### src/dcs_pkg.sv
// Package for the driver command and status bank: bit positions, timing and carrier types.
// Assumes one 200 MHz core clock and a serial link sampled synchronously to it.
package dcs_pkg;

   // Frame length and bit positions of command word zero.
   localparam int unsigned FRAME_BITS = 24;
   localparam logic [4:0] FRAME_BITS_CNT = 5'h18;
   localparam logic [4:0] CNT_SAT = 5'h19;
   localparam int unsigned BIT_SELECT = 0;
   localparam int unsigned BIT_ENABLE = 23;
   localparam int unsigned BIT_STATUS_CLEAR = 22;
   localparam int unsigned BIT_RECOV_DUTY = 21;
   localparam int unsigned BIT_SUPPLY_REC_DIS = 20;
   localparam int unsigned BIT_MON_HI = 19;
   localparam int unsigned BIT_MON_LO = 18;
   localparam int unsigned BIT_DRV_LO = 1;
   localparam int unsigned BIT_DRV_HI = 17;
   localparam int unsigned DRV_COUNT = 17;
   localparam int unsigned BIT_HALFBRIDGE_OUT_ONE_HS = 2;
   localparam int unsigned BIT_HALFBRIDGE_OUT_SIX_HS = 12;

   // Bit positions of status word zero.
   localparam int unsigned ST_ALWAYS_ONE = 23;
   localparam int unsigned ST_OVERVOLT = 22;
   localparam int unsigned ST_UNDERVOLT = 21;
   localparam int unsigned ST_THERMAL = 20;
   localparam int unsigned ST_TEMP_WARN = 19;
   localparam int unsigned ST_NOT_READY = 18;
   localparam int unsigned ST_NO_ERROR = 0;

   // Reset values.
   localparam logic [23:0] WORD_RESET = 24'h000000;

   // Monitor select codes (bit 19, bit 18).
   localparam logic [1:0] MON_SEL_HIGHSIDE_OUT_ELEVEN = 2'h0;
   localparam logic [1:0] MON_SEL_HALFBRIDGE_OUT_FIVE = 2'h1;
   localparam logic [1:0] MON_SEL_HALFBRIDGE_OUT_ONE_6 = 2'h2;
   localparam logic [1:0] MON_SEL_HALFBRIDGE_OUT_FOUR = 2'h3;

   // Start-up settling time and its cycle count at 200 MHz.
   localparam int unsigned CLK_PERIOD_PS = 5000;
   localparam int unsigned SETTLE_TIME_US = 100;
   localparam int unsigned SETTLE_CYCLES =
      (SETTLE_TIME_US * 1000000 + CLK_PERIOD_PS - 1) / CLK_PERIOD_PS;

   // Over-current recovery pulse on-times in cycles, out of a 256-cycle period.
   localparam logic [7:0] RECOV_ON_LOW = 8'h20;
   localparam logic [7:0] RECOV_ON_HIGH = 8'h40;

   // Device operating states, one-hot.
   typedef enum logic [2:0] {
      DCS_STANDBY = 3'h1,
      DCS_SETTLING = 3'h2,
      DCS_ACTIVE = 3'h4
   } dcs_state_t;

   // Analogue fault comparators seen by the logic.
   typedef struct packed {
      logic overvoltage;
      logic undervoltage;
      logic thermal_shutdown;
      logic temp_warning;
   } dcs_fault_t;

   // Current monitor route, one-hot over the monitored drivers.
   typedef struct packed {
      logic highside_out_eleven;
      logic halfbridge_out_one;
      logic halfbridge_out_six;
      logic halfbridge_out_five;
      logic halfbridge_out_four;
   } dcs_monitor_t;

endpackage : dcs_pkg

### src/dcs_bank.sv
// Command and status register pair zero with its serial link, supply and thermal
// fault handling, start-up timer and current monitor routing.
// Assumes link pins are already synchronous to core_clk_in and fault inputs are levels.
//
// Notes on behaviour
// - Undervoltage sets its flag and drops outputs, which return by themselves on recovery.
// - With recovery disable set, a supply fault keeps outputs off until the status is cleared.
// - Thermal shutdown sets its flag and keeps outputs off until the status-clear bit clears it.
// - Temperature warning shows in status bit 19, clears the no-error bit and gates no output.
// - Command bits 19 and 18 route the current monitor to out 11, 5, 1 or 6, or 4 for codes 0 to 3.
// - In the 1/6 selection, out 1 is monitored only if its high side is on and out 6's is off.
// - Leaving standby starts the settling timer, holds outputs off and sets not-ready.
// - Not-ready clears by itself when the internal timer expires.
// - A word is committed at chip select rising only after exactly 24 clocks.
// - The first received bit picks the command register written and the status word shifted out after bit 0.
// - Writing status-clear as one clears both status words at the end of the frame.
// - Enable bit zero enters standby and clears all bits; reset starts in standby.
`timescale 1ns/10ps
`default_nettype none
module dcs_bank
   import dcs_pkg::*;
#(
   parameter int unsigned SETTLE_CYCLES_P = SETTLE_CYCLES
)
(
   input wire logic core_clk_in,
   input wire logic rst_n_in,
   input wire logic chip_select_low_in,
   input wire logic spi_clk_in,
   input wire logic spi_data_in,
   output logic spi_data_out,
   output logic spi_data_oe_out,
   input wire dcs_fault_t fault_in,
   input wire logic [16:0] overcurrent_in,
   input wire logic [23:0] status_word_one_in,
   output logic [16:0] driver_on_out,
   output logic outputs_allowed_out,
   output dcs_monitor_t current_monitor_output,
   output logic recovery_gate_out,
   output logic [23:0] command_word_one_out,
   output logic status_clear_out,
   output logic not_ready_out
);

   localparam logic [15:0] SETTLE_LAST = 16'(SETTLE_CYCLES_P - 1);

   logic csn_prev_reg;
   logic sclk_prev_reg;
   logic [4:0] bit_cnt_reg;
   logic [23:0] shift_reg;
   logic [23:0] snap0_reg;
   logic [23:0] snap1_reg;
   logic [23:0] command_word_zero;
   logic [23:0] fault_status_word_zero;
   logic [16:0] oc_flag_reg;
   logic ov_flag_reg;
   logic uv_flag_reg;
   logic tsd_flag_reg;
   logic warn_flag_reg;
   dcs_state_t state_reg;
   logic [15:0] settle_cnt_reg;
   logic [7:0] recov_phase_reg;
   logic cs_fall;
   logic cs_rise;
   logic sclk_rise;
   logic sclk_fall;
   logic commit;
   logic commit0;
   logic go_standby;
   logic status_clr;
   logic allow;
   logic [1:0] mon_sel;

   // Edge detection on the link pins.
   assign cs_fall = csn_prev_reg & ~chip_select_low_in;
   assign cs_rise = ~csn_prev_reg & chip_select_low_in;
   assign sclk_rise = ~chip_select_low_in & ~sclk_prev_reg & spi_clk_in;
   assign sclk_fall = ~chip_select_low_in & sclk_prev_reg & ~spi_clk_in;
   assign commit = cs_rise & (bit_cnt_reg == FRAME_BITS_CNT);
   assign commit0 = commit & ~shift_reg[BIT_SELECT];
   assign go_standby = commit0 & ~shift_reg[BIT_ENABLE];
   assign status_clr = commit0 & shift_reg[BIT_STATUS_CLEAR];

   // Pin history for edge detection.
   always_ff @(posedge core_clk_in or negedge rst_n_in)
   begin
      if (!rst_n_in)
      begin
         csn_prev_reg <= 1'h1;
         sclk_prev_reg <= 1'h0;
      end
      else
      begin
         csn_prev_reg <= chip_select_low_in;
         sclk_prev_reg <= spi_clk_in;
      end
   end

   // Input shifting: bit 0 arrives first, sampled on serial clock rising.
   always_ff @(posedge core_clk_in or negedge rst_n_in)
   begin
      if (!rst_n_in)
      begin
         bit_cnt_reg <= 5'h00;
         shift_reg <= WORD_RESET;
      end
      else if (cs_fall)
      begin
         bit_cnt_reg <= 5'h00;
         shift_reg <= WORD_RESET;
      end
      else if (sclk_rise)
      begin
         if (bit_cnt_reg < FRAME_BITS_CNT)
         begin
            shift_reg[bit_cnt_reg] <= spi_data_in;
         end
         if (bit_cnt_reg != CNT_SAT)
         begin
            bit_cnt_reg <= bit_cnt_reg + 5'h01;
         end
      end
   end

   // Status snapshot at frame start and output shifting on serial clock falling.
   always_ff @(posedge core_clk_in or negedge rst_n_in)
   begin
      if (!rst_n_in)
      begin
         snap0_reg <= WORD_RESET;
         snap1_reg <= WORD_RESET;
         spi_data_out <= 1'h0;
         spi_data_oe_out <= 1'h0;
      end
      else
      begin
         spi_data_oe_out <= ~chip_select_low_in;
         if (cs_fall)
         begin
            snap0_reg <= fault_status_word_zero;
            snap1_reg <= status_word_one_in;
            spi_data_out <= fault_status_word_zero[ST_NO_ERROR];
         end
         else if (sclk_fall)
         begin
            if (bit_cnt_reg < FRAME_BITS_CNT)
            begin
               spi_data_out <= shift_reg[BIT_SELECT] ? snap1_reg[bit_cnt_reg]
                                                     : snap0_reg[bit_cnt_reg];
            end
            else
            begin
               spi_data_out <= 1'h0;
            end
         end
      end
   end

   // Command registers, written only on a complete frame.
   always_ff @(posedge core_clk_in or negedge rst_n_in)
   begin
      if (!rst_n_in)
      begin
         command_word_zero <= WORD_RESET;
         command_word_one_out <= WORD_RESET;
         status_clear_out <= 1'h0;
      end
      else
      begin
         status_clear_out <= status_clr | go_standby;
         if (go_standby)
         begin
            command_word_zero <= WORD_RESET;
            command_word_one_out <= WORD_RESET;
         end
         else if (commit0)
         begin
            command_word_zero <= shift_reg;
         end
         else if (commit)
         begin
            command_word_one_out <= shift_reg;
         end
      end
   end

   // Operating state and start-up settling timer.
   always_ff @(posedge core_clk_in or negedge rst_n_in)
   begin
      if (!rst_n_in)
      begin
         state_reg <= DCS_STANDBY;
         settle_cnt_reg <= 16'h0000;
      end
      else
      begin
         unique case (state_reg)
            DCS_STANDBY:
            begin
               settle_cnt_reg <= 16'h0000;
               if (command_word_zero[BIT_ENABLE])
               begin
                  state_reg <= DCS_SETTLING;
               end
            end
            DCS_SETTLING:
            begin
               settle_cnt_reg <= settle_cnt_reg + 16'h0001;
               if (!command_word_zero[BIT_ENABLE])
               begin
                  state_reg <= DCS_STANDBY;
               end
               else if (settle_cnt_reg >= SETTLE_LAST)
               begin
                  state_reg <= DCS_ACTIVE;
               end
            end
            DCS_ACTIVE:
            begin
               if (!command_word_zero[BIT_ENABLE])
               begin
                  state_reg <= DCS_STANDBY;
               end
            end
         endcase
      end
   end

   // Sticky fault flags: an event wins over a clear in the same cycle.
   always_ff @(posedge core_clk_in or negedge rst_n_in)
   begin
      if (!rst_n_in)
      begin
         ov_flag_reg <= 1'h0;
         uv_flag_reg <= 1'h0;
         tsd_flag_reg <= 1'h0;
         warn_flag_reg <= 1'h0;
      end
      else if (state_reg == DCS_STANDBY)
      begin
         ov_flag_reg <= 1'h0;
         uv_flag_reg <= 1'h0;
         tsd_flag_reg <= 1'h0;
         warn_flag_reg <= 1'h0;
      end
      else
      begin
         ov_flag_reg <= (ov_flag_reg & ~status_clr) | fault_in.overvoltage;
         uv_flag_reg <= (uv_flag_reg & ~status_clr) | fault_in.undervoltage;
         tsd_flag_reg <= (tsd_flag_reg & ~status_clr) | fault_in.thermal_shutdown;
         warn_flag_reg <= (warn_flag_reg & ~status_clr) | fault_in.temp_warning;
      end
   end

   // Per-driver over-current flags.
   genvar gi;
   generate
      for (gi = 0; gi < DRV_COUNT; gi++)
      begin : g_oc
         always_ff @(posedge core_clk_in or negedge rst_n_in)
         begin
            if (!rst_n_in)
            begin
               oc_flag_reg[gi] <= 1'h0;
            end
            else if (state_reg == DCS_STANDBY)
            begin
               oc_flag_reg[gi] <= 1'h0;
            end
            else
            begin
               oc_flag_reg[gi] <= (oc_flag_reg[gi] & ~status_clr) | overcurrent_in[gi];
            end
         end
      end
   endgenerate

   // Status word zero as read over the link.
   always_comb
   begin
      fault_status_word_zero = WORD_RESET;
      fault_status_word_zero[ST_ALWAYS_ONE] = 1'h1;
      fault_status_word_zero[ST_OVERVOLT] = ov_flag_reg;
      fault_status_word_zero[ST_UNDERVOLT] = uv_flag_reg;
      fault_status_word_zero[ST_THERMAL] = tsd_flag_reg;
      fault_status_word_zero[ST_TEMP_WARN] = warn_flag_reg;
      fault_status_word_zero[ST_NOT_READY] = (state_reg == DCS_SETTLING);
      fault_status_word_zero[BIT_DRV_HI:BIT_DRV_LO] = oc_flag_reg;
      fault_status_word_zero[ST_NO_ERROR] =
         ~(|fault_status_word_zero[ST_OVERVOLT:BIT_DRV_LO]
           | |status_word_one_in[ST_OVERVOLT:BIT_DRV_LO]);
   end

   // Output permission: active, supply good, no latched thermal or locked supply fault.
   assign allow = (state_reg == DCS_ACTIVE)
                  & ~fault_in.undervoltage & ~fault_in.overvoltage
                  & ~tsd_flag_reg
                  & ~(command_word_zero[BIT_SUPPLY_REC_DIS]
                      & (uv_flag_reg | ov_flag_reg));
   assign mon_sel = {command_word_zero[BIT_MON_HI], command_word_zero[BIT_MON_LO]};

   // Driver commands and monitor routing.
   always_ff @(posedge core_clk_in or negedge rst_n_in)
   begin
      if (!rst_n_in)
      begin
         driver_on_out <= 17'h00000;
         outputs_allowed_out <= 1'h0;
         current_monitor_output <= '0;
         not_ready_out <= 1'h0;
      end
      else
      begin
         driver_on_out <= allow ? command_word_zero[BIT_DRV_HI:BIT_DRV_LO] : 17'h00000;
         outputs_allowed_out <= allow;
         not_ready_out <= (state_reg == DCS_SETTLING);
         current_monitor_output <= '0;
         unique case (mon_sel)
            MON_SEL_HIGHSIDE_OUT_ELEVEN: current_monitor_output.highside_out_eleven <= 1'h1;
            MON_SEL_HALFBRIDGE_OUT_FIVE: current_monitor_output.halfbridge_out_five <= 1'h1;
            MON_SEL_HALFBRIDGE_OUT_FOUR: current_monitor_output.halfbridge_out_four <= 1'h1;
            MON_SEL_HALFBRIDGE_OUT_ONE_6:
            begin
               if (command_word_zero[BIT_HALFBRIDGE_OUT_ONE_HS] && !command_word_zero[BIT_HALFBRIDGE_OUT_SIX_HS])
               begin
                  current_monitor_output.halfbridge_out_one <= 1'h1;
               end
               else
               begin
                  current_monitor_output.halfbridge_out_six <= 1'h1;
               end
            end
         endcase
      end
   end

   // Over-current recovery pulse gate with selectable on-time.
   always_ff @(posedge core_clk_in or negedge rst_n_in)
   begin
      if (!rst_n_in)
      begin
         recov_phase_reg <= 8'h00;
         recovery_gate_out <= 1'h0;
      end
      else
      begin
         recov_phase_reg <= recov_phase_reg + 8'h01;
         recovery_gate_out <= command_word_zero[BIT_RECOV_DUTY]
                              ? (recov_phase_reg < RECOV_ON_HIGH)
                              : (recov_phase_reg < RECOV_ON_LOW);
      end
   end

endmodule : dcs_bank
`default_nettype wire

### config.mk
export PLATFORM = sky130hd
export DESIGN_NAME = dcs_bank
export DESIGN_NICKNAME = d
export VERILOG_FILES = /design/src/dcs_pkg.sv /design/src/dcs_bank.sv
export SDC_FILE = /design/constraint.sdc
export NUM_CORES = 1
export LEC_CHECK = 0
export ABC_AREA = 1
export BUFFER_PORTS_ARGS = -buffer_cell sky130_fd_sc_hd__buf_2
export CAP_MARGIN = 0
export CORE_MARGIN = 3
export CORE_UTILIZATION = 35
export DETAILED_ROUTE_END_ITERATION = 10
export SKIP_CTS_REPAIR_TIMING = 1
export SLEW_MARGIN = 40
export SYNTH_ARGS = -nofsm -noshare
export SYNTH_HDL_FRONTEND = slang
export SYNTH_SLANG_ARGS = --single-unit
### constraint.sdc
create_clock -name core_clk_in -period 2.7 [get_ports core_clk_in]
set_input_delay 0.135 -clock core_clk_in [delete_from_list [all_inputs] [get_ports core_clk_in]]
set_output_delay 0.135 -clock core_clk_in [all_outputs]
set_load 0.02 [all_outputs]
======== Word-level counts from Yosys, hierarchy flattened ========
Index checks and enable logic that the tools add are counted.
cells by class
  $add $sub $neg .......................... 3
  multipliers ............................. 0
  div/mod/pow operators ................... 0
  magnitude comparators ................... 6
  equality and inequality tests ........... 12
  shifts and indexed selects .............. 0
  muxes and demuxes ....................... 57
  bitwise operators ....................... 72
  reductions and logical operators ........ 17
operators with widths
  operator                                                              count
  two-way mux 24 bit                                                    8
  OR reduction 22 bit                                                   2
  bitwise AND 1 bit                                                     36
  two-way mux 1 bit                                                     34
  one-hot mux 16 bit (2 select lines)                                   1
  bitwise mux 24 bit                                                    1
  bitwise OR 1 bit                                                      24
  two-way mux 17 bit                                                    1
  adder 16 x 1 -> 16 bit (second input constant)                        1
  greater-or-equal comparator 16 x 15 -> 1 bit (second input constant)  1
  two-way mux 5 bit                                                     3
  nonzero test 2 bit                                                    7
  two-way mux 3 bit                                                     4
  NOT 1 bit                                                             12
  binary-select mux 1 bit (select 5 bit)                                2
  one-hot mux 3 bit (3 select lines)                                    1
  adder 8 x 1 -> 8 bit (second input constant)                          1
  less-than comparator 8 x 6 -> 1 bit (second input constant)           1
  less-than comparator 8 x 7 -> 1 bit (second input constant)           1
  less-than comparator 5 x 6 -> 1 bit (second input constant)           1
  AND reduction 2 bit                                                   3
  adder 5 x 1 -> 5 bit (second input constant)                          1
  demux 1 bit (select 5 bit)                                            1
  == test 5 bit (second input constant)                                 1
  16 further kinds                                                      19
word-level totals
  bits in registers ....................... 203
  bits in latches ......................... 0
  memory bits (writable) .................. 0
  bits in read-only memories .............. 0
  input port bits ......................... 50
  memories ................................ 0

======== Logic depth before layout (Yosys ltp) ========
Gate-level depths: netlist of the first run.
  depth after elaboration ................. 9
  gate-level depth with buffers ........... 14

======== Worst setup path after synthesis of the first run ========
OpenSTA, ideal clock, no wires.
  kind .................................... register to register
  start point ............................. register bit_cnt_reg[0]
  end point ............................... register command_word_one_out[16]
  library setup time ...................... 0.130 ns
  arrival time ............................ 1.721 ns
  required time ........................... 2.570 ns
  slack ................................... 0.848 ns
  cell stages (with the launch flop) ...... 13
  path buffers ............................ 3
  clock period less this slack ............ 1.852 ns
  cells stage by stage .................... dfrtp_1 > buf_4 > inv_4 > buf_4 > ha_1 > nand2_1 > nor2_2 > nand2_2 > nor2_8 > nand2_4 > buf_2 > nand3_1 > o21ai_1
on the way
  cells in the longest elaborated chain, start to end .. 6
  elaborated cells between the ends (all ways) .. 8
  classes of those cells .................. eq/ne (2); mux (1); bitwise (3); reduce/logical (2)
ends and longest elaborated chain
  what                                                                                  RTL line         text
  start: declaration                                                                    dcs_bank.sv:49   logic [4:0] bit_cnt_reg;
  start signal: assignment                                                              dcs_bank.sv:120  bit_cnt_reg <= bit_cnt_reg + 5'h01;
  == test 5 bit (*)                                                                     dcs_bank.sv:79   assign commit = cs_rise & (bit_cnt_reg == FRAME_BITS_CNT);
  bitwise AND 1 bit (*)                                                                 dcs_bank.sv:79
  bitwise AND 1 bit                                                                     dcs_bank.sv:80   assign commit0 = commit & ~shift_reg[BIT_SELECT];
  bitwise AND 1 bit                                                                     dcs_bank.sv:81   assign go_standby = commit0 & ~shift_reg[BIT_ENABLE];
  != test 2 x 1 -> 1 bit (no source line) / nonzero test 2 bit (equally long branches)  --
  AND reduction 2 bit (no source line)                                                  --
  end signal: assignment                                                                dcs_bank.sv:182  command_word_one_out <= shift_reg;
  end: declaration                                                                      dcs_bank.sv:40   output logic [23:0] command_word_one_out,
Mark *: on every way between the ends. The rest lies on a longest branch, timed or not.
A chain may end at the register's enable or synchronous reset.

======== Worst setup path in the final report of the first run ========
  start point ............................. register bit_cnt_reg[0]
  end point ............................... register command_word_zero[3]
on the way
  cells in the longest elaborated chain, start to end .. 5
  elaborated cells between the ends (all ways) .. 6
  classes of those cells .................. eq/ne (1); mux (1); bitwise (3); reduce/logical (1)
ends and longest elaborated chain
  what                                                             RTL line         text
  == test 5 bit (*)                                                dcs_bank.sv:79
  bitwise AND 1 bit (*)                                            dcs_bank.sv:79
  bitwise AND 1 bit (*)                                            dcs_bank.sv:80
  bitwise AND 1 bit                                                dcs_bank.sv:81
  two-way mux 24 bit / nonzero test 2 bit (equally long branches)  --
  end signal: assignment                                           dcs_bank.sv:178  command_word_zero <= shift_reg;
  end: declaration                                                 dcs_bank.sv:53   logic [23:0] command_word_zero;
Marked as above.

==> impl_results.html, run 1 <==
<table>
<tr><th>Metric</th><th>Value</th></tr>
<tr><th colspan="2">Synth</th></tr>
<tr><td>Proportion of synthesized chip area in sequential cells</td><td>0.566</td></tr>
<tr><td>Register bit total from synthesis</td><td>201</td></tr>
<tr><td>Count of unique library cells instantiated by Yosys</td><td>44</td></tr>
<tr><td>Post-synth net total</td><td>approximately 1,100</td></tr>
<tr><td>Flip-flop cell with the highest count after synthesis</td><td>sky130_fd_sc_hd__dfrtp_1</td></tr>
<tr><td>Async SR Flop Fraction</td><td>1.00</td></tr>
<tr><td>Number of synthesized flops with an enable pin</td><td>0</td></tr>
<tr><td>Synth Warn #</td><td>0</td></tr>
<tr><td>Mean cell area of the mapped netlist</td><td>a little under 9 um^2</td></tr>
<tr><td>Area of the mapped netlist</td><td>between 8000 and 9000 um^2</td></tr>
<tr><td>Cell count after synthesis</td><td>1,017</td></tr>
<tr><th colspan="2">Min path</th></tr>
<tr><td>Class of the worst hold path</td><td>in -&gt; reg</td></tr>
<tr><th colspan="2">Final layout</th></tr>
<tr><td>Core occupancy in the finished layout</td><td>0.443</td></tr>
<tr><td>Share of layout cells above drive strength 1</td><td>0.147</td></tr>
<tr><td>Count of nets after finishing</td><td>roughly 1,200</td></tr>
<tr><td>Inserted Diodes</td><td>0</td></tr>
<tr><td>Area growth syn-to-layout</td><td>22.8%</td></tr>
<tr><td>Area taken by multi-input logic gates</td><td>approximately 3000 um^2</td></tr>
<tr><td>Number of fillers in the final layout</td><td>2,472</td></tr>
<tr><td>Area of all sequential standard cells</td><td>5030 um^2</td></tr>
<tr><th colspan="2">Worst setup path</th></tr>
<tr><td>Highest fanout seen on the critical path</td><td>42</td></tr>
<tr><td>Endpoint arrival time on the critical path</td><td>between 2 and 2.5 ns</td></tr>
<tr><td>Nature of the critical path endpoint</td><td>flop</td></tr>
<tr><td>Crit Path Category</td><td>reg -&gt; reg</td></tr>
<tr><td>Worst endpoint required time</td><td>a little over 3 ns</td></tr>
<tr><td>Nature of the critical path startpoint</td><td>flop</td></tr>
<tr><th colspan="2">Run status</th></tr>
<tr><td>Run status</td><td>finished, final reports clean</td></tr>
<tr><th colspan="2">Global route</th></tr>
<tr><td>First-pass GRT wire length</td><td>between 30 and 40 mm</td></tr>
<tr><td>Via count of the first global-routing pass</td><td>a little under 7,000</td></tr>
<tr><td>Overflow left after global routing</td><td>0</td></tr>
<tr><td>Aggregate global-route resource usage</td><td>0.153</td></tr>
<tr><td>Number of antenna violations at the first check in global routing</td><td>0</td></tr>
<tr><td>Maximum number of pins on one net before global-route repair</td><td>73</td></tr>
<tr><th colspan="2">Place</th></tr>
<tr><td>Number of buffer cells added on primary ports</td><td>a little over 100</td></tr>
<tr><td>RePlAce Congestion</td><td>~0.77</td></tr>
<tr><td>Final HPWL DP</td><td>~14 mm</td></tr>
<tr><th colspan="2">Clock network</th></tr>
<tr><td>Worst-skew pair later-pin latency</td><td>a little over 0.5 ns</td></tr>
<tr><td>TritonCTS sink count</td><td>201</td></tr>
<tr><td>Clock buffer depth</td><td>3</td></tr>
<tr><td>Worst-path clk slew</td><td>about 0.06 ns</td></tr>
<tr><td>Clock root cell</td><td>sky130_fd_sc_hd__clkbuf_16</td></tr>
<tr><td>Number of H-tree levels</td><td>1</td></tr>
<tr><td>Clock tree from TritonCTS</td><td>done</td></tr>
<tr><td>Number of buffers inserted during clock tree synthesis</td><td>22</td></tr>
<tr><th colspan="2">Routing</th></tr>
<tr><td>Remaining antenna violation count after routing</td><td>0</td></tr>
<tr><td>TritonRoute pass-1 iters</td><td>4</td></tr>
<tr><td>Post-DR wirelength/cell</td><td>13.9 um</td></tr>
<tr><td>Via count</td><td>between 7,000 and 8,000</td></tr>
<tr><td>Average vias per placed instance</td><td>about 4.7</td></tr>
<tr><td>Total wire length</td><td>between 20 and 25 mm</td></tr>
<tr><td>Detailed router's first-iteration violation count</td><td>440</td></tr>
<tr><td>Number of DRC violations after detailed routing</td><td>0</td></tr>
<tr><th colspan="2">Timing</th></tr>
<tr><td>Worst relative slew slack</td><td>0.535</td></tr>
<tr><td>Final count of pins violating max slew</td><td>0</td></tr>
<tr><td>Final hold violations</td><td>0</td></tr>
<tr><td>Final worst-path cycle share</td><td>0.768</td></tr>
<tr><td>Minimum clock period after layout</td><td>2.07 ns</td></tr>
<tr><td>Worst clock skew</td><td>~0.016 ns</td></tr>
<tr><td>Number of setup violations in the final report</td><td>0</td></tr>
<tr><td>Setup repair after global routing missed its margin</td><td>no</td></tr>
<tr><td>Highest clock frequency the design can meet</td><td>0.482 GHz</td></tr>
<tr><td>Slew at the pin closest to its max-slew limit</td><td>around 0.70 ns</td></tr>
<tr><td>TNS Setup</td><td>0 ns</td></tr>
<tr><th colspan="2">Power</th></tr>
<tr><td>Switching power total</td><td>0.00236 W</td></tr>
<tr><td>Part of the total power dissipated in combinational logic</td><td>0.178</td></tr>
<tr><td>Leakage power of the design</td><td>between 5 and 6 nW</td></tr>
<tr><td>Fraction of power spent switching nets</td><td>0.290</td></tr>
<tr><td>Internal power contribution</td><td>approximately 0.0058 W</td></tr>
<tr><td>Maximum ir drop on the vdd rail</td><td>0.519 mV</td></tr>
<tr><td>Total power divided by cell area</td><td>746 nW/um^2</td></tr>
<tr><td>Share of total power in sequential cells</td><td>0.450</td></tr>
<tr><td>Fraction of power consumed by the clock network</td><td>0.372</td></tr>
<tr><th colspan="2">Die</th></tr>
<tr><td>Die ar.</td><td>roughly 27,000 um^2</td></tr>
<tr><td>Die extent in x</td><td>~170 um</td></tr>
<tr><td>Core Footprint</td><td>around 25,000 um^2</td></tr>
<tr><td>IO Count</td><td>between 100 and 150</td></tr>
<tr><td>Y dimension of the die</td><td>around 170 um</td></tr>
<tr><td>Placement row count</td><td>57</td></tr>
<tr><td>Starting Density</td><td>0.360</td></tr>
<tr><th colspan="2">Flow run</th></tr>
<tr><td>Number of maximum-capacitance constraint violations</td><td>0</td></tr>
</table>
-- area by class of cell --
class | instances | share of cell area
Sequential cell | 201 | 0.461
Multi-Input combinational cell | 596 | 0.270
Timing Repair Buffer | 164 | 0.103
Inverter | 180 | 0.0621
Clock buffer | 35 | 0.0605
Tap cell | 324 | 0.0371
Clock inverter | 4 | 0.00665
-- kinds of logic after synthesis --
group | Yosys count | share of synthesized area
AO/OA/AOI/OAI | 220 | 0.134
XOR/XNOR | 7 | 0.00690
adder cells (fa/ha/maj) | 6 | 0.00844
buffers and inverters | 220 | 0.102
flip-flops | 201 | 0.566
AND/OR/NAND/NOR | 363 | 0.182
-- synth_stat cells (all sizes together) (7+ instances only) --
library cell,number,area (um^2)
a21oi,36,180
a22oi,19,143
a31oi,19,119
buf,23,155
clkbuf,17,75.1
dfrtp,199,4980
inv,178,671
nand2,197,762
nand3,65,335
nand4,10,62.6
nor2,69,310
nor3,13,76.3
nor4,7,58.8
o21ai,137,686
-- critical path, stage by stage, from the launching register on --
cell	delay, ns
sky130_fd_sc_hd__dfrtp_1	0.40
sky130_fd_sc_hd__inv_4	0.22
sky130_fd_sc_hd__ha_1	0.21
sky130_fd_sc_hd__nand2_1	0.06
sky130_fd_sc_hd__nor2_2	0.13
sky130_fd_sc_hd__nand2_2	0.11
sky130_fd_sc_hd__nor2_8	0.14
sky130_fd_sc_hd__buf_4	0.34
sky130_fd_sc_hd__o21ai_0	0.14
sky130_fd_sc_hd__o21ai_0	0.13
sky130_fd_sc_hd__inv_1	0.07
-- metrics by stage --
step / instances / hold slack, ns / setup slack (ns) / power [W] / instance area (um^2)
after global routing: 1504 / 0.222 / 0.402 / 0.00863 / 10900
after floorplan: 1017 / -0.161 / 0.848 / 0.00465 / 8890
after CTS: 1456 / -0.347 / 0.603 / 0.00820 / 10400
after detailed placement: 1417 / 0.193 / 0.644 / 0.00513 / 9710
after global placement: 1417 / 0.199 / 0.694 / 0.00509 / 9710
final: 1504 / 0.191 / 0.626 / 0.00815 / 10900
-- layout by cell type, fill, tap and decap left out, types with 3 or more instances in the layout --
cell type,instances
sky130_fd_sc_hd__a21oi_1,36
sky130_fd_sc_hd__a22oi_1,19
sky130_fd_sc_hd__a31oi_1,19
sky130_fd_sc_hd__buf_2,100
sky130_fd_sc_hd__buf_4,14
sky130_fd_sc_hd__clkbuf_1,8
sky130_fd_sc_hd__clkbuf_16,23
sky130_fd_sc_hd__clkbuf_8,5
sky130_fd_sc_hd__dfrtp_1,199
sky130_fd_sc_hd__dlygate4sd3_1,48
sky130_fd_sc_hd__ha_1,6
sky130_fd_sc_hd__inv_1,174
sky130_fd_sc_hd__inv_2,3
sky130_fd_sc_hd__nand2_1,192
sky130_fd_sc_hd__nand2_2,3
sky130_fd_sc_hd__nand3_1,63
sky130_fd_sc_hd__nand4_1,10
sky130_fd_sc_hd__nor2_1,58
sky130_fd_sc_hd__nor2_2,8
sky130_fd_sc_hd__nor3_1,12
sky130_fd_sc_hd__nor4_1,6
sky130_fd_sc_hd__o21ai_0,110
sky130_fd_sc_hd__o21ai_1,27
sky130_fd_sc_hd__xor2_1,6
-- final timing paths --
check	from	to	slack, ns	cells after the start
min in group asynchronous	rst_n_in	command_word_one_out[11]	0.20	2
worst max register to register	bit_cnt_reg[0]	command_word_zero[3]	0.63	10
worst max-delay path	bit_cnt_reg[0]	command_word_zero[3]	0.63	10
worst min register to register	recov_phase_reg[0]	recov_phase_reg[0]	0.44	1
max in group asynchronous	rst_n_in	csn_prev_reg	1.65	3
worst min-delay path	spi_data_in	shift_reg[11]	0.19	5
-- layer usage --
layer	track usage	routed length (um)	vias to the layer above	part of all wire
met5	0	0	-	0
met4	0.0503	565	0	0.027
met3	0.0269	958	34	0.046
met2	0.245	9400	156	0.45
met1	0.212	9920	3316	0.48
li1	-	-	3572	-
-- power groups by stage --
stage               clock (W)  combinational [W]  sequential [W]
floorplan                   0           0.000990         0.00366
global placement            0            0.00138         0.00371
detailed placement          0            0.00141         0.00372
CTS                   0.00311            0.00142         0.00367
global route          0.00322            0.00169         0.00371
finish                0.00303            0.00145         0.00367
Note: power is estimated with default switching activity, not from simulation.
==> run 2: changes to the inputs <==
==> constraint.sdc (replaced) <==
create_clock -name core_clk_in -period 1.9 [get_ports core_clk_in]
set_input_delay 0.095 -clock core_clk_in [delete_from_list [all_inputs] [get_ports core_clk_in]]
set_output_delay 0.095 -clock core_clk_in [all_outputs]
set_load 0.02 [all_outputs]
==> run 2 against run 1 <==
  * Sequential cell count did not move
  * Power up 44%
  * Combinational power rose by 50%
  * Maximum frequency increased by 14%
  * Sequential power increased by 42%
  * Clock skew shrank 0.0077 ns
  * Core utilization is 1.7 points higher
  * Global-route usage hardly changed
  * Non-clock buffer count increased by 27
  * Die area unchanged
  * Critical endpoint is now command_word_zero[15]
  * Critical path type unchanged
==> impl_results.html, run 2 (same netlist as run 1, synthesis figures left out) <==
<table>
<tr><th>Metric</th><th>Value</th></tr>
<tr><th colspan="2">Die</th></tr>
<tr><td>Die ar.</td><td>~27,000 um^2</td></tr>
<tr><td>Y dimension of the die</td><td>165 um</td></tr>
<tr><td>IO Count</td><td>102</td></tr>
<tr><td>Core Footprint</td><td>24,700 um^2</td></tr>
<tr><td>Placement row count</td><td>57</td></tr>
<tr><td>Starting Density</td><td>0.360</td></tr>
<tr><td>Die extent in x</td><td>about 170 um</td></tr>
<tr><th colspan="2">Power</th></tr>
<tr><td>Share of total power in sequential cells</td><td>0.444</td></tr>
<tr><td>Internal power contribution</td><td>between 0.008 and 0.009 W</td></tr>
<tr><td>Total power divided by cell area</td><td>~1000 nW/um^2</td></tr>
<tr><td>Part of the total power dissipated in combinational logic</td><td>0.185</td></tr>
<tr><td>Switching power total</td><td>between 0.003 and 0.004 W</td></tr>
<tr><td>Leakage power of the design</td><td>between 5 and 6 nW</td></tr>
<tr><td>Fraction of power spent switching nets</td><td>0.293</td></tr>
<tr><td>Fraction of power consumed by the clock network</td><td>0.371</td></tr>
<tr><td>Maximum ir drop on the vdd rail</td><td>roughly 0.6 mV</td></tr>
<tr><th colspan="2">Global route</th></tr>
<tr><td>Number of antenna violations at the first check in global routing</td><td>0</td></tr>
<tr><td>Maximum number of pins on one net before global-route repair</td><td>67</td></tr>
<tr><td>First-pass GRT wire length</td><td>about 34 mm</td></tr>
<tr><td>Via count of the first global-routing pass</td><td>about 6,700</td></tr>
<tr><td>Aggregate global-route resource usage</td><td>0.153</td></tr>
<tr><td>Overflow left after global routing</td><td>0</td></tr>
<tr><th colspan="2">Worst setup path</th></tr>
<tr><td>Cell with the most instances on the worst path</td><td>sky130_fd_sc_hd__o21ai_0</td></tr>
<tr><td>R2R Path End</td><td>command_word_zero[15]</td></tr>
<tr><td>Startpoint of the most critical register-to-register path</td><td>bit_cnt_reg[0]</td></tr>
<tr><td>Nature of the critical path endpoint</td><td>flop</td></tr>
<tr><td>Endpoint arrival time on the critical path</td><td>around 2.2 ns</td></tr>
<tr><td>Library cell contributing the largest single delay on the critical path</td><td>sky130_fd_sc_hd__dfrtp_1</td></tr>
<tr><td>Crit path buf inv count</td><td>4</td></tr>
<tr><td>Highest fanout seen on the critical path</td><td>10</td></tr>
<tr><td>Crit Path Category</td><td>reg -&gt; reg</td></tr>
<tr><td>Nature of the critical path startpoint</td><td>flop</td></tr>
<tr><td>Reg-to-reg setup timing slack</td><td>around 0.074 ns</td></tr>
<tr><td>Largest stage delay, worst path</td><td>roughly 0.40 ns</td></tr>
<tr><td>Worst endpoint required time</td><td>2.29 ns</td></tr>
<tr><td>Worst r2r path cells</td><td>11</td></tr>
<tr><td>Kind of cell adding the most delay to the critical path</td><td>simple AND/OR/NAND/NOR gates</td></tr>
<tr><td>Cell chain of the critical path</td><td>inv_4, ha_2, nand2_1, nor2_2, nand2_2, nor2_8, buf_4, clkbuf_16, o21ai_0, o21ai_0, inv_1</td></tr>
<tr><th colspan="2">Final layout</th></tr>
<tr><td>Core occupancy in the finished layout</td><td>0.459</td></tr>
<tr><td>Inserted Diodes</td><td>0</td></tr>
<tr><td>Count of nets after finishing</td><td>1,250</td></tr>
<tr><td>Most common library cell in the layout ignoring fill and taps</td><td>sky130_fd_sc_hd__dfrtp_1</td></tr>
<tr><td>Final design area excluding fillers</td><td>between 10,000 and 15,000 um^2</td></tr>
<tr><td>Share of layout cells above drive strength 1</td><td>0.174</td></tr>
<tr><td>Area of all sequential standard cells</td><td>~5000 um^2</td></tr>
<tr><td>Area growth syn-to-layout</td><td>27.4%</td></tr>
<tr><td>Area taken by multi-input logic gates</td><td>about 3000 um^2</td></tr>
<tr><td>Number of fillers in the final layout</td><td>between 2,000 and 2,500</td></tr>
<tr><td>Most used cells in the layout excluding fill and tap cells</td><td>sky130_fd_sc_hd__dfrtp_1, sky130_fd_sc_hd__nand2_1, sky130_fd_sc_hd__inv_1</td></tr>
<tr><th colspan="2">Min path</th></tr>
<tr><td>Number of cells on the worst hold path</td><td>5</td></tr>
<tr><td>Hold Crit Endpoint</td><td>shift_reg[10]</td></tr>
<tr><td>Origin of the worst min-delay path</td><td>spi_data_in</td></tr>
<tr><td>Class of the worst hold path</td><td>in -&gt; reg</td></tr>
<tr><th colspan="2">Routing</th></tr>
<tr><td>Remaining antenna violation count after routing</td><td>0</td></tr>
<tr><td>Number of DRC violations after detailed routing</td><td>0</td></tr>
<tr><td>Via count</td><td>around 7,300</td></tr>
<tr><td>Average vias per placed instance</td><td>4.75</td></tr>
<tr><td>TritonRoute pass-1 iters</td><td>6</td></tr>
<tr><td>Total wire length</td><td>roughly 22 mm</td></tr>
<tr><td>Post-DR wirelength/cell</td><td>14.0 um</td></tr>
<tr><td>Detailed router's first-iteration violation count</td><td>between 500 and 600</td></tr>
<tr><th colspan="2">Clock network</th></tr>
<tr><td>Number of buffers inserted during clock tree synthesis</td><td>23</td></tr>
<tr><td>Number of H-tree levels</td><td>1</td></tr>
<tr><td>Clock tree from TritonCTS</td><td>done</td></tr>
<tr><td>Worst-path clk slew</td><td>roughly 0.060 ns</td></tr>
<tr><td>TritonCTS sink count</td><td>roughly 200</td></tr>
<tr><td>Clock root cell</td><td>sky130_fd_sc_hd__clkbuf_16</td></tr>
<tr><td>Clock buffer depth</td><td>3</td></tr>
<tr><td>Worst-skew pair later-pin latency</td><td>roughly 0.50 ns</td></tr>
<tr><th colspan="2">Run status</th></tr>
<tr><td>Run status</td><td>finished, final reports clean</td></tr>
<tr><th colspan="2">Timing</th></tr>
<tr><td>Minimum clock period after layout</td><td>between 1.5 and 2 ns</td></tr>
<tr><td>Highest clock frequency the design can meet</td><td>roughly 0.55 GHz</td></tr>
<tr><td>Worst relative slew slack</td><td>0.559</td></tr>
<tr><td>Final count of pins violating max slew</td><td>0</td></tr>
<tr><td>Final hold violations</td><td>0</td></tr>
<tr><td>Number of setup violations in the final report</td><td>0</td></tr>
<tr><td>Slew at the pin closest to its max-slew limit</td><td>roughly 0.66 ns</td></tr>
<tr><td>Final Hold Slack</td><td>around 0.14 ns</td></tr>
<tr><td>Final Worst Setup Slack</td><td>0.0741 ns</td></tr>
<tr><td>Worst clock skew</td><td>just under 0.009 ns</td></tr>
<tr><td>Final worst-path cycle share</td><td>0.961</td></tr>
<tr><th colspan="2">Place</th></tr>
<tr><td>Placed Area</td><td>between 9000 and 10,000 um^2</td></tr>
<tr><td>Final HPWL DP</td><td>14.4 mm</td></tr>
<tr><td>RePlAce Congestion</td><td>~0.80</td></tr>
<tr><td>Pre-CTS WS</td><td>0.125 ns</td></tr>
<tr><td>Number of buffer cells added on primary ports</td><td>a little over 100</td></tr>
<tr><th colspan="2">Flow run</th></tr>
<tr><td>Number of maximum-capacitance constraint violations</td><td>0</td></tr>
</table>
## run 2: cell count changes in the layout (fill, tap and decap cells not counted), moves of 4 or more
cell / change
sky130_fd_sc_hd__buf_12: +7
sky130_fd_sc_hd__a21oi_2: +4
sky130_fd_sc_hd__buf_4: +15
sky130_fd_sc_hd__a21oi_1: -4
## run 2: routing by layer
layer	vias up	global-route usage	share of wire
li1	3642	-	-
met1	3428	0.213	0.47
met2	182	0.250	0.47
met3	27	0.0272	0.050
met4	0	0.0333	0.015
met5	-	0	0
## run 2: cell type report
cell class              count  share of cell area
clock buffers              32              0.0573
flip-flops and latches    201               0.444
repair buffers            191               0.130
well taps                 324              0.0358
clock inverters             8             0.00861
multi-input cells         597               0.264
inverters                 180              0.0599
## run 2: worst max-delay path by stage
stage / from / to / cells past startpoint
floorplan: bit_cnt_reg[0] / command_word_one_out[16] / 12
CTS: bit_cnt_reg[0] / command_word_one_out[4] / 9
global route: bit_cnt_reg[0] / command_word_zero[10] / 11
detailed placement: bit_cnt_reg[0] / command_word_one_out[4] / 9
finish: bit_cnt_reg[0] / command_word_zero[15] / 11
global placement: bit_cnt_reg[0] / command_word_zero[20] / 10
## run 2: metrics by stage
stage               cells  setup TNS [ns]  power [W]
floorplan            1017               0    0.00661
global placement     1433               0    0.00733
detailed placement   1433               0    0.00739
CTS                  1473               0     0.0118
global route         1533          -0.207     0.0124
finish               1533               0     0.0118
## run 2: power groups by stage
stage                     Clock (W)  Combinational [W]  Sequential [W]
final                       0.00436            0.00218         0.00522
after global routing        0.00464            0.00250         0.00529
after CTS                   0.00447            0.00211         0.00521
after detailed placement          0            0.00209         0.00529
after global placement            0            0.00206         0.00527
after floorplan                   0            0.00141         0.00520
## run 2: worst register-to-register path, delay by kind of cell, from the launching register on
kind	cells	cell delay, ns
adder cells (fa/ha/maj)	1	0.17
flip-flops	1	0.40
buffers and inverters	4	0.46
AO/OA/AOI/OAI	2	0.15
AND/OR/NAND/NOR	4	0.53
==> run 3: changes to the inputs <==
--- a/config.mk
+++ b/config.mk
@@ -11,6 +11,7 @@
 export CORE_MARGIN = 3
 export CORE_UTILIZATION = 35
 export DETAILED_ROUTE_END_ITERATION = 10
+export PLACE_DENSITY = 0.64
 export SKIP_CTS_REPAIR_TIMING = 1
 export SLEW_MARGIN = 40
 export SYNTH_ARGS = -nofsm -noshare
==> run 3 against run 2 <==
  * Final area fell by 1.5%
  * Critical path depth fell by 1
  * Largest cell class unchanged
  * Highest routed layer unchanged
  * Critical path type unchanged
  * Power fell by 2.0%
==> impl_results.html, run 3 (same netlist as run 1, synthesis figures left out) <==
<table>
<tr><th>Metric</th><th>Value</th></tr>
<tr><th colspan="2">Worst setup path</th></tr>
<tr><td>Worst endpoint required time</td><td>2.26 ns</td></tr>
<tr><td>Startpoint of the most critical register-to-register path</td><td>bit_cnt_reg[0]</td></tr>
<tr><td>Highest fanout seen on the critical path</td><td>25</td></tr>
<tr><td>R2R Path End</td><td>command_word_one_out[1]</td></tr>
<tr><td>Worst r2r path cells</td><td>10</td></tr>
<tr><td>Largest stage delay, worst path</td><td>about 0.42 ns</td></tr>
<tr><td>Cell chain of the critical path</td><td>inv_4, ha_2, nand2_1, nor2_2, nand2_2, nor2_8, buf_4, nand2_8, nand3_1, o21ai_0</td></tr>
<tr><td>Endpoint arrival time on the critical path</td><td>2.12 ns</td></tr>
<tr><td>Nature of the critical path endpoint</td><td>flop</td></tr>
<tr><td>Crit Path Category</td><td>reg -&gt; reg</td></tr>
<tr><td>Library cell contributing the largest single delay on the critical path</td><td>sky130_fd_sc_hd__dfrtp_1</td></tr>
<tr><td>Reg-to-reg setup timing slack</td><td>~0.13 ns</td></tr>
<tr><td>Nature of the critical path startpoint</td><td>flop</td></tr>
<tr><th colspan="2">Routing</th></tr>
<tr><td>Post-DR wirelength/cell</td><td>roughly 14 um</td></tr>
<tr><td>Detailed router's first-iteration violation count</td><td>between 500 and 600</td></tr>
<tr><td>Highest metal layer with signal wires</td><td>met4</td></tr>
<tr><td>Total wire length</td><td>between 20 and 25 mm</td></tr>
<tr><td>Remaining antenna violation count after routing</td><td>0</td></tr>
<tr><td>TritonRoute pass-1 iters</td><td>5</td></tr>
<tr><td>Routed met2 length</td><td>between 9 and 10 mm</td></tr>
<tr><td>Via count</td><td>~7,000</td></tr>
<tr><td>Met3 wire len</td><td>about 920 um</td></tr>
<tr><td>Average vias per placed instance</td><td>roughly 4.7</td></tr>
<tr><td>Number of DRC violations after detailed routing</td><td>0</td></tr>
<tr><td>Post-Route M1 WL</td><td>between 10 and 15 mm</td></tr>
<tr><th colspan="2">Power</th></tr>
<tr><td>Internal power contribution</td><td>0.00810 W</td></tr>
<tr><td>Share of total power in sequential cells</td><td>0.452</td></tr>
<tr><td>Total power divided by cell area</td><td>approximately 1000 nW/um^2</td></tr>
<tr><td>Fraction of power consumed by the clock network</td><td>0.359</td></tr>
<tr><td>Switching power total</td><td>around 0.0034 W</td></tr>
<tr><td>Maximum ir drop on the vdd rail</td><td>between 0.5 and 0.6 mV</td></tr>
<tr><td>Fraction of power spent switching nets</td><td>0.297</td></tr>
<tr><td>Leakage power of the design</td><td>5.67 nW</td></tr>
<tr><td>Part of the total power dissipated in combinational logic</td><td>0.189</td></tr>
<tr><th colspan="2">Clock network</th></tr>
<tr><td>Clock buffer depth</td><td>3</td></tr>
<tr><td>Clock root cell</td><td>sky130_fd_sc_hd__clkbuf_16</td></tr>
<tr><td>Worst-skew pair later-pin latency</td><td>0.50 ns</td></tr>
<tr><td>TritonCTS sink count</td><td>~200</td></tr>
<tr><td>Number of H-tree levels</td><td>1</td></tr>
<tr><td>Clock tree from TritonCTS</td><td>done</td></tr>
<tr><td>Number of buffers inserted during clock tree synthesis</td><td>22</td></tr>
<tr><td>Worst-path clk slew</td><td>0.06 ns</td></tr>
<tr><th colspan="2">Place</th></tr>
<tr><td>Number of buffer cells added on primary ports</td><td>101</td></tr>
<tr><td>Final HPWL DP</td><td>14.2 mm</td></tr>
<tr><td>RePlAce Congestion</td><td>0.832</td></tr>
<tr><td>Pre-CTS WS</td><td>between 0.1 and 0.15 ns</td></tr>
<tr><th colspan="2">Timing</th></tr>
<tr><td>Final Worst Setup Slack</td><td>between 0.1 and 0.15 ns</td></tr>
<tr><td>Highest clock frequency the design can meet</td><td>about 0.57 GHz</td></tr>
<tr><td>Worst clock skew</td><td>about 0.0075 ns</td></tr>
<tr><td>Final count of pins violating max slew</td><td>0</td></tr>
<tr><td>Number of setup violations in the final report</td><td>0</td></tr>
<tr><td>Slew at the pin closest to its max-slew limit</td><td>around 0.53 ns</td></tr>
<tr><td>Worst relative slew slack</td><td>0.646</td></tr>
<tr><td>Final Hold Slack</td><td>~0.11 ns</td></tr>
<tr><td>Final hold violations</td><td>0</td></tr>
<tr><td>Final worst-path cycle share</td><td>0.929</td></tr>
<tr><td>Minimum clock period after layout</td><td>1.77 ns</td></tr>
<tr><th colspan="2">Die</th></tr>
<tr><td>Y dimension of the die</td><td>165 um</td></tr>
<tr><td>Die ar.</td><td>~27,000 um^2</td></tr>
<tr><td>Die extent in x</td><td>165 um</td></tr>
<tr><td>Starting Density</td><td>0.360</td></tr>
<tr><td>Core Footprint</td><td>around 25,000 um^2</td></tr>
<tr><td>IO Count</td><td>approximately 100</td></tr>
<tr><td>Placement row count</td><td>57</td></tr>
<tr><th colspan="2">Flow run</th></tr>
<tr><td>Number of maximum-capacitance constraint violations</td><td>0</td></tr>
<tr><th colspan="2">Final layout</th></tr>
<tr><td>Area growth syn-to-layout</td><td>25.5%</td></tr>
<tr><td>Most used cells in the layout excluding fill and tap cells</td><td>sky130_fd_sc_hd__dfrtp_1, sky130_fd_sc_hd__nand2_1, sky130_fd_sc_hd__inv_1</td></tr>
<tr><td>Most common library cell in the layout ignoring fill and taps</td><td>sky130_fd_sc_hd__dfrtp_1</td></tr>
<tr><td>Number of fillers in the final layout</td><td>2,443</td></tr>
<tr><td>Inserted Diodes</td><td>0</td></tr>
<tr><td>Share of layout cells above drive strength 1</td><td>0.163</td></tr>
<tr><td>Count of nets after finishing</td><td>~1,200</td></tr>
<tr><th colspan="2">Global route</th></tr>
<tr><td>Maximum number of pins on one net before global-route repair</td><td>61</td></tr>
<tr><td>Overflow left after global routing</td><td>0</td></tr>
<tr><td>First-pass GRT wire length</td><td>between 30 and 40 mm</td></tr>
<tr><td>Number of antenna violations at the first check in global routing</td><td>0</td></tr>
<tr><td>Aggregate global-route resource usage</td><td>0.153</td></tr>
<tr><td>Via count of the first global-routing pass</td><td>about 6,700</td></tr>
<tr><th colspan="2">Run status</th></tr>
<tr><td>Run status</td><td>finished, final reports clean</td></tr>
<tr><th colspan="2">Min path</th></tr>
<tr><td>Class of the worst hold path</td><td>in -&gt; async</td></tr>
</table>
-- run 3: area by class of cell --
class,instances,area (um^2),area share
inverters,180,678,0.0608
repair buffers,184,1380,0.124
multi-input cells,596,2970,0.266
clock buffers,30,632,0.0566
flip-flops and latches,201,5030,0.451
clock inverters,6,63.8,0.00572
well taps,324,405,0.0363
-- run 3: how the worst max path moves through the flow --
stage,start,end,slack (ns)
after floorplan,bit_cnt_reg[0],command_word_one_out[16],0.05
after global placement,bit_cnt_reg[0],command_word_zero[20],0.18
after detailed placement,bit_cnt_reg[0],command_word_one_out[3],0.13
after CTS,bit_cnt_reg[0],command_word_one_out[1],0.12
after global routing,bit_cnt_reg[1],command_word_one_out[4],-0.01
final,bit_cnt_reg[0],command_word_one_out[1],0.13
-- run 3: critical path, delay by kind of cell (launching register included) --
kind	cells	cell delay, ns
AOI/OAI and AO/OA	1	0.09
adders and majority gates	1	0.17
buffers and inverters	2	0.23
and+or+nand+nor	6	0.69
DFF	1	0.42
-- run 3: power by group through the flow --
stage / combinational [W] / sequential, W / clock [W]
detailed placement: 0.00208 / 0.00528 / 0
floorplan: 0.00141 / 0.00520 / 0
global placement: 0.00204 / 0.00526 / 0
CTS: 0.00209 / 0.00520 / 0.00425
global route: 0.00248 / 0.00528 / 0.00442
finish: 0.00217 / 0.00521 / 0.00414
-- run 3: per-stage QoR --
stage / utilization / total power, W / TNS (ns) / cell area (um^2) / instances
final: 0.452 / 0.0115 / 0 / 11200 / 1521
after global routing: 0.452 / 0.0122 / -0.0120 / 11200 / 1521
after CTS: 0.427 / 0.0115 / 0 / 10500 / 1463
after detailed placement: 0.398 / 0.00736 / 0 / 9830 / 1427
after global placement: 0.398 / 0.00730 / 0 / 9830 / 1427
after floorplan: - / 0.00661 / 0 / 8890 / 1017
-- run 3: layer usage --
layer	GRT usage	vias to the layer above
met1	0.217	3360
met3	0.0237	36
li1	-	3612
met5	0	-
met2	0.247	151
met4	0.0336	0
